File: src/hw/cfg_regs.svh
`ifndef CFG_REGS_SVH
`define CFG_REGS_SVH

// Word offsets on the register port
`define CFG_OFS_MODE 8'h00
`define CFG_OFS_IDENT 8'h04
`define CFG_OFS_MP_IRQ_EN 8'h08
`define CFG_OFS_MP_LEVEL 8'h0C
`define CFG_OFS_MP_TRI 8'h10
`define CFG_OFS_MP_INV 8'h14
`define CFG_OFS_MP_DIR 8'h18
`define CFG_OFS_MP_OD 8'h1C

// Field positions in the mode word
`define CFG_POS_8X 0
`define CFG_POS_4X 8
`define CFG_POS_RST 16
`define CFG_POS_SLEEP 24

// Field positions in the identity and control word
`define CFG_POS_REV 0
`define CFG_POS_ID 8
`define CFG_POS_SIMUL 16
`define CFG_POS_NO_WAKE 17
`define CFG_POS_GLOBAL_DIS 18
`define CFG_POS_EE_ERR 19
`define CFG_POS_EE_CLK 20
`define CFG_POS_EE_CS 21
`define CFG_POS_EE_DI 22
`define CFG_POS_EE_DO 23

// Reset values
`define CFG_RST_CHAN 2'h0
`define CFG_RST_CTRL 3'h0
`define CFG_RST_EE 3'h0
`define CFG_RST_MP 16'h0000
`define CFG_RST_MP_DIR 16'hFFFF

`endif

File: src/hw/cfg_pkg.sv
package cfg_pkg;

    typedef enum logic {
        SLP_AWAKE,
        SLP_ASLEEP
    } sleep_state_t;

    // Per-channel status from the UART core, same clock
    typedef struct packed {
        logic tx_empty;
        logic rx_data_ready;
        logic infrared_mode;
        logic multidrop;
        logic rx_disabled;
        logic [3:0] modem_delta;
        logic tx_load;
        logic irq_pending;
    } chan_status_t;

endpackage

File: src/hw/sleep_ctrl.sv
`timescale 1ns/1ns
module sleep_ctrl (
    input wire logic clk,
    input wire logic arst_n,
    input wire logic sleep_en,
    input wire logic chan_reset,
    input wire cfg_pkg::chan_status_t status,
    input wire logic rx_pin,
    input wire logic wake_any,
    output logic wake_event,
    output logic asleep
);
    logic rx_s1_q, rx_s2_q, rx_prev_q;
    logic [3:0] delta_prev_q;
    cfg_pkg::sleep_state_t state_q, state_d;
    logic rx_start, rx_idle, can_sleep;

    always_ff @(posedge clk or negedge arst_n) begin
        if (!arst_n) begin
            rx_s1_q <= 1'b1;
            rx_s2_q <= 1'b1;
            rx_prev_q <= 1'b1;
            delta_prev_q <= 4'h0;
        end else begin
            rx_s1_q <= rx_pin;
            rx_s2_q <= rx_s1_q;
            rx_prev_q <= rx_s2_q;
            delta_prev_q <= status.modem_delta;
        end
    end

    always_comb begin
        // Start bit: falling normally, rising in infrared mode
        rx_start = status.infrared_mode ? (rx_s2_q & ~rx_prev_q) : (~rx_s2_q & rx_prev_q);
        // A disabled receiver outside multidrop ignores the line
        if (!status.multidrop && status.rx_disabled) begin
            rx_start = 1'b0;
        end
        wake_event = rx_start | status.tx_load | (|(status.modem_delta & ~delta_prev_q));
        rx_idle = status.infrared_mode ? ~rx_s2_q : rx_s2_q;
        can_sleep = sleep_en & status.tx_empty & ~status.rx_data_ready & rx_idle
            & (status.modem_delta == 4'h0) & ~status.irq_pending;
        state_d = state_q;
        case (state_q)
            cfg_pkg::SLP_AWAKE: begin
                if (can_sleep && !wake_any) begin
                    state_d = cfg_pkg::SLP_ASLEEP;
                end
            end
            cfg_pkg::SLP_ASLEEP: begin
                if (wake_any || !can_sleep) begin
                    state_d = cfg_pkg::SLP_AWAKE;
                end
            end
            default: state_d = cfg_pkg::SLP_AWAKE;
        endcase
        if (chan_reset) begin
            state_d = cfg_pkg::SLP_AWAKE;
        end
    end

    always_ff @(posedge clk or negedge arst_n) begin
        if (!arst_n) begin
            state_q <= cfg_pkg::SLP_AWAKE;
        end else begin
            state_q <= state_d;
        end
    end

    assign asleep = (state_q == cfg_pkg::SLP_ASLEEP);
endmodule

File: src/hw/multi_purpose_pin_pin.sv
`timescale 1ns/1ns
module multi_purpose_pin_pin (
    input wire logic clk,
    input wire logic arst_n,
    input wire logic pin_in,
    input wire logic is_input,
    input wire logic invert,
    input wire logic irq_en,
    input wire logic level,
    input wire logic tristate,
    input wire logic open_drain,
    input wire logic timer_route,
    input wire logic timer_out,
    output logic pin_out,
    output logic pin_oe,
    output logic level_in,
    output logic irq_event
);
    logic s1_q, s2_q, prev_q;
    logic out_d, oe_d, out_q, oe_q;

    always_ff @(posedge clk or negedge arst_n) begin
        if (!arst_n) begin
            s1_q <= 1'b0;
            s2_q <= 1'b0;
            prev_q <= 1'b0;
        end else begin
            s1_q <= pin_in;
            s2_q <= s1_q;
            prev_q <= level_in;
        end
    end

    always_comb begin
        level_in = s2_q ^ invert;
        // Edge-sensed on the inverted level; outputs never interrupt
        irq_event = irq_en & is_input & ~timer_route & level_in & ~prev_q;
        if (timer_route) begin
            // Timer owns the pin; its idle level is high
            out_d = timer_out;
            oe_d = 1'b1;
        end else if (is_input || tristate) begin
            out_d = 1'b0;
            oe_d = 1'b0;
        end else if (open_drain) begin
            out_d = 1'b0;
            oe_d = ~level;
        end else begin
            out_d = level;
            oe_d = 1'b1;
        end
    end

    always_ff @(posedge clk or negedge arst_n) begin
        if (!arst_n) begin
            out_q <= 1'b0;
            oe_q <= 1'b0;
        end else begin
            out_q <= out_d;
            oe_q <= oe_d;
        end
    end

    assign pin_out = out_q;
    assign pin_oe = oe_q;
endmodule

File: src/hw/dual_uart_device_config_regs.sv
`timescale 1ns/1ns
`include "cfg_regs.svh"

// Summary of operation
// - Channel bit selects eight-times sampling
// - Channel writes only its own bit
// - Channel bit selects four-times sampling
// - Reset bit resets channel, self-clears
// - Sleep enable bit permits channel sleep
// - Sleep needs idle transmitter, receiver, modem
// - Start bit, tx load, delta wake
// - Disabled receiver start bit wakes only in multidrop
// - Wake raises interrupt with no source
// - Re-sleep automatically once UART interrupts clear; wake flag ignored
// - Read-only identity and revision bytes
// - Control bit sixteen writes both channels
// - Control bit seventeen suppresses wake interrupt
// - Control bit eighteen blocks host interrupts
// - Bit nineteen reports EEPROM load failure
// - Bits twenty to twenty-three bit-bang EEPROM
// - Sixteen pins: inversion, interrupt, output modes
// - Pin interrupts ORed into the host interrupt
// - Timer routing overrides pin zero controls
// - Timer routing drives timer output on pin zero
module dual_uart_device_config_regs #(
    parameter int CHANNELS = 2,
    parameter int PINS = 16,
    parameter logic [7:0] IDENTITY = 8'h5A,
    parameter logic [7:0] REVISION = 8'h03
) (
    input wire logic clk,
    input wire logic arst_n,
    input wire logic [7:0] addr,
    input wire logic bus_channel,
    input wire logic [31:0] wdata,
    input wire logic wr_en,
    input wire logic rd_en,
    output logic [31:0] rdata,
    input wire cfg_pkg::chan_status_t [1:0] chan_status,
    input wire logic [1:0] rx_pin,
    input wire logic eeprom_load_error,
    input wire logic eeprom_serial_out,
    output logic eeprom_serial_clock,
    output logic eeprom_chip_select,
    output logic eeprom_serial_in,
    output logic [1:0] sample_8x_select,
    output logic [1:0] sample_4x_select,
    output logic [1:0] chan_reset,
    output logic [1:0] chan_asleep,
    output logic [1:0] wake_irq,
    output logic multi_purpose_pin_irq,
    output logic host_irq,
    input wire logic timer_route,
    input wire logic timer_out,
    input wire logic [15:0] multi_purpose_pin_in,
    output logic [15:0] multi_purpose_pin_out,
    output logic [15:0] multi_purpose_pin_oe
);
    // Arbitrary identification values, not tied to any part
    localparam logic [7:0] ID_VALUE = IDENTITY;
    localparam logic [7:0] REV_VALUE = REVISION;

    logic [1:0] x8_q, x8_d, x4_q, x4_d, sleep_q, sleep_d, rst_q, rst_d;
    logic [1:0] wake_q, wake_d;
    logic [2:0] ctrl_q, ctrl_d, ee_q, ee_d;
    logic [15:0] mp_irq_en_q, mp_irq_en_d, mp_level_q, mp_level_d;
    logic [15:0] mp_tri_q, mp_tri_d, mp_inv_q, mp_inv_d;
    logic [15:0] mp_dir_q, mp_dir_d, mp_od_q, mp_od_d;
    logic mp_flag_q, mp_flag_d;
    logic ee_do_s1_q, ee_do_s2_q;
    logic [31:0] rdata_q, rdata_d;
    logic [1:0] own_mask, wake_ev;
    logic [15:0] level_in, pin_ev, level_view;
    logic wake_any;

    // Simultaneous write opens both channel bits
    assign own_mask = ctrl_q[0] ? 2'b11 : (bus_channel ? 2'b10 : 2'b01);
    assign wake_any = |wake_ev;

    // Mode, sleep, reset and wake state
    always_comb begin
        x8_d = x8_q;
        x4_d = x4_q;
        sleep_d = sleep_q;
        rst_d = 2'b00;
        if (wr_en && addr == `CFG_OFS_MODE) begin
            x8_d = (x8_q & ~own_mask) | (wdata[`CFG_POS_8X +: 2] & own_mask);
            x4_d = (x4_q & ~own_mask) | (wdata[`CFG_POS_4X +: 2] & own_mask);
            sleep_d = (sleep_q & ~own_mask) | (wdata[`CFG_POS_SLEEP +: 2] & own_mask);
            rst_d = wdata[`CFG_POS_RST +: 2] & own_mask;
        end
        // Channel reset returns its mode and sleep bits to default
        x8_d = x8_d & ~rst_q;
        x4_d = x4_d & ~rst_q;
        sleep_d = sleep_d & ~rst_q;
        wake_d = wake_q;
        if (rd_en && addr == `CFG_OFS_MODE) begin
            wake_d = wake_q & ~own_mask;
        end
        wake_d = wake_d & ~rst_q;
        // Set wins over the clearing read; the event is seen while still asleep
        if (!ctrl_q[1]) begin
            wake_d = wake_d | (chan_asleep & {2{wake_any}});
        end
    end

    always_ff @(posedge clk or negedge arst_n) begin
        if (!arst_n) begin
            x8_q <= `CFG_RST_CHAN;
            x4_q <= `CFG_RST_CHAN;
            sleep_q <= `CFG_RST_CHAN;
            rst_q <= `CFG_RST_CHAN;
            wake_q <= `CFG_RST_CHAN;
        end else begin
            x8_q <= x8_d;
            x4_q <= x4_d;
            sleep_q <= sleep_d;
            rst_q <= rst_d;
            wake_q <= wake_d;
        end
    end

    // Global control and EEPROM bit-bang pins
    always_comb begin
        ctrl_d = ctrl_q;
        ee_d = ee_q;
        if (wr_en && addr == `CFG_OFS_IDENT) begin
            ctrl_d = wdata[`CFG_POS_SIMUL +: 3];
            ee_d = wdata[`CFG_POS_EE_CLK +: 3];
        end
    end

    always_ff @(posedge clk or negedge arst_n) begin
        if (!arst_n) begin
            ctrl_q <= `CFG_RST_CTRL;
            ee_q <= `CFG_RST_EE;
            ee_do_s1_q <= 1'b0;
            ee_do_s2_q <= 1'b0;
        end else begin
            ctrl_q <= ctrl_d;
            ee_q <= ee_d;
            ee_do_s1_q <= eeprom_serial_out;
            ee_do_s2_q <= ee_do_s1_q;
        end
    end

    // Multi-purpose pin control
    always_comb begin
        mp_irq_en_d = mp_irq_en_q;
        mp_level_d = mp_level_q;
        mp_tri_d = mp_tri_q;
        mp_inv_d = mp_inv_q;
        mp_dir_d = mp_dir_q;
        mp_od_d = mp_od_q;
        if (wr_en) begin
            case (addr)
                `CFG_OFS_MP_IRQ_EN: mp_irq_en_d = wdata[15:0];
                `CFG_OFS_MP_LEVEL: mp_level_d = wdata[15:0];
                `CFG_OFS_MP_TRI: mp_tri_d = wdata[15:0];
                `CFG_OFS_MP_INV: mp_inv_d = wdata[15:0];
                `CFG_OFS_MP_DIR: mp_dir_d = wdata[15:0];
                `CFG_OFS_MP_OD: mp_od_d = wdata[15:0];
                default: mp_od_d = mp_od_q;
            endcase
        end
        // Reading the level view clears the shared flag; a new edge still sets it
        mp_flag_d = mp_flag_q;
        if (rd_en && addr == `CFG_OFS_MP_LEVEL) begin
            mp_flag_d = 1'b0;
        end
        mp_flag_d = mp_flag_d | (|pin_ev);
    end

    always_ff @(posedge clk or negedge arst_n) begin
        if (!arst_n) begin
            mp_irq_en_q <= `CFG_RST_MP;
            mp_level_q <= `CFG_RST_MP;
            mp_tri_q <= `CFG_RST_MP;
            mp_inv_q <= `CFG_RST_MP;
            mp_dir_q <= `CFG_RST_MP_DIR;
            mp_od_q <= `CFG_RST_MP;
            mp_flag_q <= 1'b0;
        end else begin
            mp_irq_en_q <= mp_irq_en_d;
            mp_level_q <= mp_level_d;
            mp_tri_q <= mp_tri_d;
            mp_inv_q <= mp_inv_d;
            mp_dir_q <= mp_dir_d;
            mp_od_q <= mp_od_d;
            mp_flag_q <= mp_flag_d;
        end
    end

    for (genvar p = 0; p < PINS; p++) begin : g_pin
        multi_purpose_pin_pin u_pin (
            .clk(clk),
            .arst_n(arst_n),
            .pin_in(multi_purpose_pin_in[p]),
            .is_input(mp_dir_q[p]),
            .invert(mp_inv_q[p]),
            .irq_en(mp_irq_en_q[p]),
            .level(mp_level_q[p]),
            .tristate(mp_tri_q[p]),
            .open_drain(mp_od_q[p]),
            .timer_route((p == 0) ? timer_route : 1'b0),
            .timer_out(timer_out),
            .pin_out(multi_purpose_pin_out[p]),
            .pin_oe(multi_purpose_pin_oe[p]),
            .level_in(level_in[p]),
            .irq_event(pin_ev[p])
        );
    end

    // Inputs show the pin after inversion, outputs the programmed level
    assign level_view = (level_in & mp_dir_q) | (mp_level_q & ~mp_dir_q);

    for (genvar c = 0; c < CHANNELS; c++) begin : g_chan
        sleep_ctrl u_sleep (
            .clk(clk),
            .arst_n(arst_n),
            .sleep_en(sleep_q[c]),
            .chan_reset(rst_q[c]),
            .status(chan_status[c]),
            .rx_pin(rx_pin[c]),
            .wake_any(wake_any),
            .wake_event(wake_ev[c]),
            .asleep(chan_asleep[c])
        );
    end

    // Read data, one cycle after the strobe
    always_comb begin
        rdata_d = 32'h0000_0000;
        if (rd_en) begin
            case (addr)
                `CFG_OFS_MODE: begin
                    rdata_d[`CFG_POS_8X +: 2] = x8_q;
                    rdata_d[`CFG_POS_4X +: 2] = x4_q;
                    rdata_d[`CFG_POS_RST +: 2] = rst_q;
                    rdata_d[`CFG_POS_SLEEP +: 2] = sleep_q;
                end
                `CFG_OFS_IDENT: begin
                    rdata_d[`CFG_POS_REV +: 8] = REV_VALUE;
                    rdata_d[`CFG_POS_ID +: 8] = ID_VALUE;
                    rdata_d[`CFG_POS_SIMUL +: 3] = ctrl_q;
                    rdata_d[`CFG_POS_EE_ERR] = eeprom_load_error;
                    rdata_d[`CFG_POS_EE_DO] = ee_do_s2_q;
                end
                `CFG_OFS_MP_IRQ_EN: rdata_d[15:0] = mp_irq_en_q;
                `CFG_OFS_MP_LEVEL: rdata_d[15:0] = level_view;
                `CFG_OFS_MP_TRI: rdata_d[15:0] = mp_tri_q;
                `CFG_OFS_MP_INV: rdata_d[15:0] = mp_inv_q;
                `CFG_OFS_MP_DIR: rdata_d[15:0] = mp_dir_q;
                `CFG_OFS_MP_OD: rdata_d[15:0] = mp_od_q;
                default: rdata_d = 32'h0000_0000;
            endcase
        end
    end

    always_ff @(posedge clk or negedge arst_n) begin
        if (!arst_n) begin
            rdata_q <= 32'h0000_0000;
        end else begin
            rdata_q <= rdata_d;
        end
    end

    assign rdata = rdata_q;
    assign sample_8x_select = x8_q;
    assign sample_4x_select = x4_q;
    assign chan_reset = rst_q;
    assign wake_irq = wake_q;
    assign multi_purpose_pin_irq = mp_flag_q;
    assign eeprom_serial_clock = ee_q[0];
    assign eeprom_chip_select = ee_q[1];
    assign eeprom_serial_in = ee_q[2];
    // Wake flags and pin interrupt are channel sources too
    assign host_irq = ~ctrl_q[2] & (chan_status[0].irq_pending | chan_status[1].irq_pending
        | (|wake_q) | mp_flag_q);
endmodule

File: config.mk
export PLATFORM = sky130hd
export DESIGN_NAME = dual_uart_device_config_regs
export DESIGN_NICKNAME = d
export VERILOG_FILES = /design/src/hw/cfg_pkg.sv /design/src/hw/sleep_ctrl.sv /design/src/hw/multi_purpose_pin_pin.sv /design/src/hw/dual_uart_device_config_regs.sv
export VERILOG_INCLUDE_DIRS = /design/src /design/src/hw
export SDC_FILE = /design/constraint.sdc
export NUM_CORES = 1
export LEC_CHECK = 0
export BUFFER_PORTS_ARGS = -buffer_cell sky130_fd_sc_hd__buf_2
export CAP_MARGIN = 20
export CORE_ASPECT_RATIO = 1.1
export CORE_MARGIN = 3
export CORE_UTILIZATION = 60
export CTS_BUF_LIST = sky130_fd_sc_hd__clkbuf_2
export DETAILED_ROUTE_END_ITERATION = 8
export PLACE_DENSITY_LB_ADDON = 0.3
export SLEW_MARGIN = 20
export SYNTH_ARGS = -nofsm -noshare
export SYNTH_HDL_FRONTEND = slang
export SYNTH_SLANG_ARGS = --single-unit
export TNS_END_PERCENT = 50
File: constraint.sdc
create_clock -name clk -period 3.1 [get_ports clk]
set_input_delay 0.775 -clock clk [delete_from_list [all_inputs] [get_ports clk]]
set_output_delay 0.775 -clock clk [all_outputs]
set_load 0.01 [all_outputs]
==> results of run 1 <==
[cell families after synthesis]
| family | after synthesis | share of synthesized area |
|---|---|---|
| compound gates | 100 | 0.0676 |
| other cells | 1 | 0.000382 |
| simple gates | 159 | 0.103 |
| xor+xnor | 18 | 0.0160 |
| mux | 135 | 0.162 |
| buf+inv | 78 | 0.0526 |
| flops | 234 | 0.599 |
[state kept, by name (all words and copies together) (netlist names), 16 cells and up]
signal and cells:
mp_od_q 16, g_pin.u_pin.s1_q 16, g_pin.u_pin.s2_q 16, g_pin.u_pin.prev_q 16
mp_irq_en_q 16, rdata 23, mp_tri_q 16, g_pin.u_pin.pin_out 16
g_pin.u_pin.pin_oe 16, mp_dir_q 16, mp_inv_q 16, mp_level_q 16
[Yosys cell counts, types with 5 or more instances]
library cell and instances:
sky130_fd_sc_hd__a211oi_1 16, sky130_fd_sc_hd__a21oi_1 27, sky130_fd_sc_hd__a221oi_1 7, sky130_fd_sc_hd__a22oi_1 7, sky130_fd_sc_hd__and3_1 9, sky130_fd_sc_hd__buf_2 7, sky130_fd_sc_hd__buf_4 49, sky130_fd_sc_hd__clkbuf_1 5
sky130_fd_sc_hd__dfrtp_1 212, sky130_fd_sc_hd__dfstp_2 22, sky130_fd_sc_hd__inv_1 14, sky130_fd_sc_hd__mux2_2 88, sky130_fd_sc_hd__mux2_4 20, sky130_fd_sc_hd__mux2i_1 25, sky130_fd_sc_hd__nand2_1 26, sky130_fd_sc_hd__nand2b_1 7
sky130_fd_sc_hd__nand3_1 10, sky130_fd_sc_hd__nand4_1 6, sky130_fd_sc_hd__nand4b_1 13, sky130_fd_sc_hd__nor2_1 35, sky130_fd_sc_hd__nor3_1 5, sky130_fd_sc_hd__nor4_1 6, sky130_fd_sc_hd__nor4b_1 14, sky130_fd_sc_hd__o211ai_1 7
sky130_fd_sc_hd__o21ai_0 10, sky130_fd_sc_hd__o22ai_1 13, sky130_fd_sc_hd__xor2_1 15
[layer usage]
layer  GRT usage  vias to the layer above  wire (microns)
li1            -                     2968               -
met1       0.324                     3271            9180
met2       0.413                      242           11200
met3      0.0648                       54            1500
met4       0.103                        2             591
met5           0                        -              13
[layout make-up]
| class | count | area (sq um) | area share |
|---|---|---|---|
| clock buffer | 87 | 435 | 0.0391 |
| clock inverter | 16 | 66.3 | 0.00596 |
| tap | 200 | 250 | 0.0225 |
| antenna | 2 | 5.00 | 0.000450 |
| sequential | 234 | 5880 | 0.528 |
| multi-input combinational | 421 | 3460 | 0.311 |
| inverter | 14 | 52.6 | 0.00472 |
| timing repair buffer | 174 | 981 | 0.0881 |
[path summary, 6_finish.rpt]
check / from / to / slack (ns) / cells after the start
setup / recovery: multi_purpose_pin_irq / host_irq / 0.62 / 3
hold / removal: multi_purpose_pin_in[10] / g_pin[10].u_pin.s1_q / 0.06 / 1
setup reg to reg: g_chan[1].u_sleep.rx_s2_q / wake_irq[0] / 1.44 / 5
hold reg to reg: g_pin[4].u_pin.s1_q / g_pin[4].u_pin.s2_q / 0.34 / 0
max in group asynchronous: arst_n / g_chan[0].u_sleep.rx_s1_q / 1.73 / 3
min in group asynchronous: arst_n / mp_inv_q[12] / 0.49 / 2
[power breakdown]
| part | leakage (nW) | internal (mW) | switching, mW | total (mW) |
|---|---|---|---|---|
| Combinational | 2.16 | 0.216 | 0.279 | 0.495 |
| Sequential | 2.92 | 3.22 | 0.102 | 3.32 |
| Clock | 0.398 | 0.744 | 1.18 | 1.93 |
[through the flow]
step	instance area, sq um	util	hold WS [ns]	setup slack, ns	instances
CTS	11100	0.702	0.00920	0.579	1146
detailed placement	10600	0.670	0.335	0.475	1042
global placement	10600	0.670	0.332	0.492	1042
floorplan	9860	-	0.331	0.817	733
global route	11100	0.702	0.00255	0.495	1148
finish	11100	0.702	0.0558	0.618	1148
[worst max-delay path: stages (launching register included)]
cell	delay [ns]
sky130_fd_sc_hd__dfrtp_1	0.45
sky130_fd_sc_hd__nor3_1	0.23
sky130_fd_sc_hd__a21oi_1	0.09
sky130_fd_sc_hd__buf_2	0.14
==> results.ini, run 1 <==
[clock_network]
cts_tree = built
cts_repair_resize_count = 0
clk-insertion-delay-late_ns = 0.80
postCtsHoldBufs = 1
root_buffer = sky130_fd_sc_hd__clkbuf_2
clock-sinks = 234
clockBufferDepth = 3
clk_transition_reported_paths_ns = 0.11
cts_made_buffers = 56
cts_h_tree_depth = 2
cts_setup_buffers = 0

[route]
drt_first_iter_violations = 327
remaining_drc_errors = 0
dr_total_vias = 6537
post_drt_wl_per_cell_microns = 19.6
postRouteAntennaNets = 0
drt-total-wl_microns = 22500
vias_per_cell = 5.69
drt_pass1_iterations = 5

[finish]
fillerInstances = 1116
most-common-layout-cells = 212 x sky130_fd_sc_hd__dfrtp_1, 149 x sky130_fd_sc_hd__buf_2, 88 x sky130_fd_sc_hd__mux2_2
drive_gt1_frac = 0.438
final_common_cell = sky130_fd_sc_hd__dfrtp_1
syn_to_final_growth_pct = 13.3
final_nets = 990

[die]
coreArea_sq_um = 15900
die_x_microns = 128
effective_utilization_at_floorplan = 0.620
die_area_sq_um = 18000
total_i_o_pin_count = 168
die_h_microns = 140
rows = 48

[synthesis]
postSynthCellCount = 725
post_synth_instance_area_sq_um = 9830
synthArstFlopShare = 1.00
synthFlopType = sky130_fd_sc_hd__dfrtp_1
synthTopCellsByArea = sky130_fd_sc_hd__dfrtp_1 54%, sky130_fd_sc_hd__mux2_2 10%, sky130_fd_sc_hd__dfstp_2 5.9%
ys_seq_area_frac = 0.599
synth-edff-count = 0
yosysWarnings = 0
ys_seq_elements = 234
post_synth_num_cell_types = 58
syn-mean-instance-area_sq_um = 13.6
yosys.area.top_type = sky130_fd_sc_hd__dfrtp_1
synth_top_area_share = 0.540

[grt]
first_global_vias = 7056
antenna_found_initial = 4
grt_pass1_wl_microns = 35800
grt_start_max_net_pins = 67
grt.total_usage = 0.253
grt_remaining_overflow = 0

[run_status]
outcome = completed

[critical_path]
critical_path_class = reg2out
worstPathRequired_ns = 2.32
timing.critical_path.to_type = output pin
worstPathMaxFanout = 3
data_arrival_time_of_the_critical_path_ns = 1.71
critical_path.startpoint_type = flop

[sta]
setup_viol_count_final = 0
slew_violations = 0
finalWorstPathRequiredPeriod_ns = 2.48
max_clock_freq_ghz = 0.403
final-hold-violation-count = 0
max_slew.worst_pin.slew_ns = 0.583
finClkSkew_ns = 0.0533
rsz0062_at_grt = false
layout_worst_path_cycle_share = 0.801
setup_total_negative_slack_ns = 0
maxSlewHeadroom = 0.611

[power]
leakage_nw = 5.48
peak_supply_drop_v = 0.000315
p_total_mw = 5.74
power-per-cell-area_nw_per_um2 = 516

[place]
io_buffers = 150
gpl.final_weighted_congestion = 0.875
place.detailed.hpwl_microns = 15300

[min_path]
worst_hold_path_type = in2reg

[run]
timing.max_cap.violations = 0

No activity file was read; power rests on OpenSTA's default activity.
==> run 2, diff against run 1 <==
- CORE_UTILIZATION: 60 -> 58
- clock period: 3.1 -> 2.3 ns (I/O delays scaled with it)
==> results.ini, run 2 (synthesis gave the netlist of run 1 again) <==
[critical_path]
critical_path.reg2reg.startpoint = chan_reset[0]
critical_path_class = reg2out
data_arrival_time_of_the_critical_path_ns = 1.67
critical_path.startpoint_type = flop
timing.critical_path.to_type = output pin
setup_crit_start = multi_purpose_pin_irq
r2r_setup_slack_ns = 0.57
crit-reg2reg-capture = g_chan[0].u_sleep.asleep
reg2regPathDepth = 4
worstPathRequired_ns = 1.73
worstPathMaxFanout = 2

[clock_network]
cts_made_buffers = 54
clk_transition_reported_paths_ns = 0.12
cts_tree = built
root_buffer = sky130_fd_sc_hd__clkbuf_2
clockBufferDepth = 3
cts_h_tree_depth = 2
clock-sinks = 234
clk-insertion-delay-late_ns = 0.77

[sta]
postLayoutSetupSlackWorst_ns = 0.0529
layout_worst_path_cycle_share = 0.977
max_slew.worst_pin.slew_ns = 0.744
max_clock_freq_ghz = 0.445
finClkSkew_ns = 0.0282
rsz0062_at_grt = true
final-hold-violation-count = 0
slew_violations = 0
fin_worst_hold_slack_ns = 0.0910
maxSlewHeadroom = 0.502
setup_viol_count_final = 0
finalWorstPathRequiredPeriod_ns = 2.25

[finish]
largest_reg_flops = 23
final_common_cell = sky130_fd_sc_hd__dfrtp_1
final_core_utilization = 0.706
drive_gt1_frac = 0.425
syn_to_final_growth_pct = 18.5
layoutNonFillerInstCount = 1202
most-common-layout-cells = 212 x sky130_fd_sc_hd__dfrtp_1, 149 x sky130_fd_sc_hd__buf_2, 90 x sky130_fd_sc_hd__clkbuf_2
final_area_sq_um = 11600
final_nets = 1038

[route]
dr_total_vias = 6827
post_drt_wl_per_cell_microns = 19.5
drt_pass1_iterations = 5
vias_per_cell = 5.68
postRouteAntennaNets = 0
remaining_drc_errors = 0
drt-total-wl_microns = 23400
drt_first_iter_violations = 474

[min_path]
min_delay_path_depth = 2
min_to = mp_tri_q[6]
worst_hold_path_type = in2reg
worstHoldStart = wdata[6]

[place]
placedInstanceArea_sq_um = 10700
dp.cells = 1052
place.detailed.hpwl_microns = 15400
gpl.final_weighted_congestion = 0.883
pre_cts_ws_ns = 0.178
io_buffers = 150

[grt]
grt_pass1_wl_microns = 36800
globalRouteMet2Util = 0.412
met1_usage = 0.322
grt_remaining_overflow = 0
first_global_vias = 7166
grt_start_max_net_pins = 96
grt-busiest-layer = met2
antenna_found_initial = 6
grt_util_met3 = 0.0672
grt.total_usage = 0.254

[power]
power-per-cell-area_nw_per_um2 = 670
peak_supply_drop_v = 0.000556
leakage_nw = 5.70

[die]
rows = 49
die_h_microns = 143
coreArea_sq_um = 16500
die_x_microns = 130
die_area_sq_um = 18500
total_i_o_pin_count = 168
effective_utilization_at_floorplan = 0.596

[run]
timing.max_cap.violations = 0

[run_status]
outcome = completed

-- run 2: cell types whose count changed in the layout (fill, tap and decap cells not counted) --
cell,delta
sky130_fd_sc_hd__buf_12,+2
sky130_fd_sc_hd__buf_4,+5
sky130_fd_sc_hd__clkbuf_2,+3
sky130_fd_sc_hd__clkinv_1,-3
sky130_fd_sc_hd__clkinv_2,-4
sky130_fd_sc_hd__diode_2,+3
sky130_fd_sc_hd__dlygate4sd3_1,+43
sky130_fd_sc_hd__inv_2,+1
sky130_fd_sc_hd__nor3_1,-1
sky130_fd_sc_hd__nor3_2,+1
-- run 2: per-layer routing --
layer | vias to the layer above | part of all wire
li1 | 3079 | -
met1 | 3434 | 0.41
met2 | 251 | 0.50
met3 | 59 | 0.067
met4 | 4 | 0.029
met5 | - | 0.00090
-- run 2: area by class of cell --
cell class | instances | area (sq um)
fillers | 1138 | 4850
inverters | 14 | 52.6
clock inverters | 10 | 38.8
multi-input cells | 421 | 3460
well taps | 204 | 255
diodes | 5 | 12.5
flip-flops and latches | 234 | 5880
clock buffers | 90 | 450
repair buffers | 224 | 1490
-- run 2: power breakdown --
group / switching [mW] / internal [mW]
combinational: 0.390 / 0.345
sequential: 0.137 / 4.34
clock: 1.57 / 1.01
-- run 2: critical path, stage by stage (launching register included) --
cell and delay, ns:
sky130_fd_sc_hd__dfrtp_1 0.44, sky130_fd_sc_hd__nor3_2 0.22, sky130_fd_sc_hd__a21oi_1 0.09, sky130_fd_sc_hd__buf_2 0.15
-- run 2: how the worst max path moves through the flow --
| stage | end | slack [ns] |
|---|---|---|
| after floorplan | mp_inv_q[10] | 0.22 |
| after global placement | mp_inv_q[1] | 0.21 |
| after detailed placement | mp_inv_q[1] | 0.18 |
| after CTS | host_irq | 0.03 |
| after global routing | host_irq | -0.07 |
| final | host_irq | 0.05 |
-- run 2: metrics by stage --
stage                     power, mW  TNS [ns]
after floorplan                4.92         0
after global placement         5.18         0
after detailed placement       5.22         0
after CTS                      7.86         0
after global routing           8.20   -0.0747
final                          7.80         0
-- run 2: timing repair --
| action | CTS | global route |
|---|---|---|
| endpoints found under the hold margin | 257 | 0 |
| endpoints found under the setup margin | 1 | 1 |
| buffers inserted | 1 | 0 |
| hold buffers | 44 | 0 |
| pin swaps | 0 | 2 |
| gates cloned | 0 | 0 |
| gates resized for setup | 1 | 0 |
==> run 3, diff against run 2 <==
- CORE_ASPECT_RATIO: 1.1 -> 0.6
- CORE_UTILIZATION: 58 -> 53
- clock period: 2.3 -> 1.96 ns (I/O delays scaled with it)
==> results.ini, run 3 (synthesis gave the netlist of run 1 again) <==
[clock_network]
cts_tree = built
clk_transition_reported_paths_ns = 0.12
cts_made_buffers = 51
clockBufferDepth = 3
root_buffer = sky130_fd_sc_hd__clkbuf_2
clk-insertion-delay-late_ns = 0.72
cts_h_tree_depth = 2
clock-sinks = 234

[finish]
largest_reg_flops = 23
final_area_sq_um = 12000
multi_input_comb_area_sq_um = 3470
syn_to_final_growth_pct = 22.0
most-common-layout-cells = 209 x sky130_fd_sc_hd__dfrtp_1, 148 x sky130_fd_sc_hd__buf_2, 88 x sky130_fd_sc_hd__mux2_2
drive_gt1_frac = 0.439
final_nets = 1069
final_common_cell = sky130_fd_sc_hd__dfrtp_1
fillerInstances = 1303
regArea_sq_um = 5890

[place]
io_buffers = 150
pre_cts_ws_ns = -0.0567
place.detailed.hpwl_microns = 17400
gpl.final_weighted_congestion = 0.881
placedInstanceArea_sq_um = 11000

[sta]
final-hold-violation-count = 0
setup_total_negative_slack_ns = -0.0444
finClkSkew_ns = 0.0219
maxSlewHeadroom = 0.574
layout_worst_path_cycle_share = 1.02
slew_violations = 0
max_slew.worst_pin.slew_ns = 0.629
rsz0062_at_grt = true
max_clock_freq_ghz = 0.499
setup_viol_count_final = 1
postLayoutSetupSlackWorst_ns = -0.0444
finalWorstPathRequiredPeriod_ns = 2.00

[critical_path]
data_arrival_time_of_the_critical_path_ns = 1.51
worstPathRequired_ns = 1.47
worstPathMaxFanout = 2
timing.critical_path.to_type = output pin
critical_path.startpoint_type = flop
critical_path_class = reg2out

[power]
power-per-cell-area_nw_per_um2 = 758
p_total_mw = 9.09
peak_supply_drop_v = 0.000448
leakage_nw = 5.85

[die]
die_area_sq_um = 20300
total_i_o_pin_count = 168
die_x_microns = 182
rows = 37
die_h_microns = 111
effective_utilization_at_floorplan = 0.557
coreArea_sq_um = 17600

[route]
dr_total_vias = 6868
remaining_drc_errors = 0
drt_first_iter_violations = 551
vias_per_cell = 5.47
postRouteAntennaNets = 0
post_drt_wl_per_cell_microns = 19.8
drt-total-wl_microns = 24900
drt_pass1_iterations = 5

[grt]
grt_start_max_net_pins = 53
grt_remaining_overflow = 0
antenna_found_initial = 2
first_global_vias = 7287
grt_pass1_wl_microns = 39400
grt.total_usage = 0.244

[run_status]
failed_checks = negative setup slack
outcome = complete, but fails checks

[run]
timing.max_cap.violations = 0

[min_path]
worst_hold_path_type = in2reg

-- run 3: changes by cell type in the layout (fill, tap and decap cells not counted), sizes merged --
cell / delta
clkinv: +3
inv: -1
dlygate4sd3: +5
diode: -4
clkbuf: -9
buf: +29
-- run 3: final cells by class --
cell class | instances | share of cell area
Tap cell | 234 | 0.0244
Timing Repair Buffer | 258 | 0.153
Antenna cell | 1 | 0.000209
Sequential cell | 234 | 0.491
Inverter | 14 | 0.00438
Clock buffer | 81 | 0.0338
Multi-Input combinational cell | 421 | 0.289
Clock inverter | 12 | 0.00417
-- run 3: power by group --
| part | internal (mW) | switching [mW] | total (mW) |
|---|---|---|---|
| sequential | 5.09 | 0.162 | 5.25 |
| combinational | 0.441 | 0.485 | 0.926 |
| clock | 1.09 | 1.83 | 2.92 |
| total | 6.62 | 2.48 | 9.09 |
-- run 3: routing by layer --
metal / wire (microns) / GRT usage / vias to the layer above
li1: - / - / 3118
met1: 11200 / 0.358 / 3386
met2: 10900 / 0.358 / 309
met3: 2140 / 0.0624 / 53
met4: 635 / 0.0776 / 2
met5: 7 / 0 / -
-- run 3: worst max-delay path, cell delays in order, from the launching register on --
cell	delay [ns]
sky130_fd_sc_hd__dfrtp_1	0.42
sky130_fd_sc_hd__nor3_2	0.16
sky130_fd_sc_hd__a21oi_1	0.08
sky130_fd_sc_hd__buf_2	0.14
-- run 3: stage by stage --
stage / hold WS [ns] / cells / util
final: 0.0766 / 1255 / 0.680
after global routing: 0.00274 / 1255 / 0.680
after CTS: 0.00692 / 1254 / 0.679
after detailed placement: 0.335 / 1110 / 0.624
after global placement: 0.333 / 1110 / 0.624
after floorplan: 0.194 / 733 / -
-- run 3: worst paths after layout --
kind | slack (ns) | cells past startpoint | startpoint | to
worst max-delay path | -0.04 | 3 | wake_irq[0] | host_irq
worst min-delay path | 0.08 | 3 | wdata[11] | mp_level_q[11]
worst max register to register | 0.10 | 5 | g_chan[0].u_sleep.rx_s2_q | g_chan[0].u_sleep.asleep
worst min register to register | 0.36 | 0 | g_pin[4].u_pin.s1_q | g_pin[4].u_pin.s2_q
max in group asynchronous | 1.00 | 3 | arst_n | mp_dir_q[6]
min in group asynchronous | 0.28 | 2 | arst_n | mp_level_q[12]
-- run 3: what timing repair did --
action / CTS / global route
setup endpoints to repair: 2 / 5
gates resized for setup: 4 / 3
pin swaps: 1 / 1
hold buffers: 49 / 0
hold endpoints to repair: 134 / 0
buffers inserted: 2 / 0
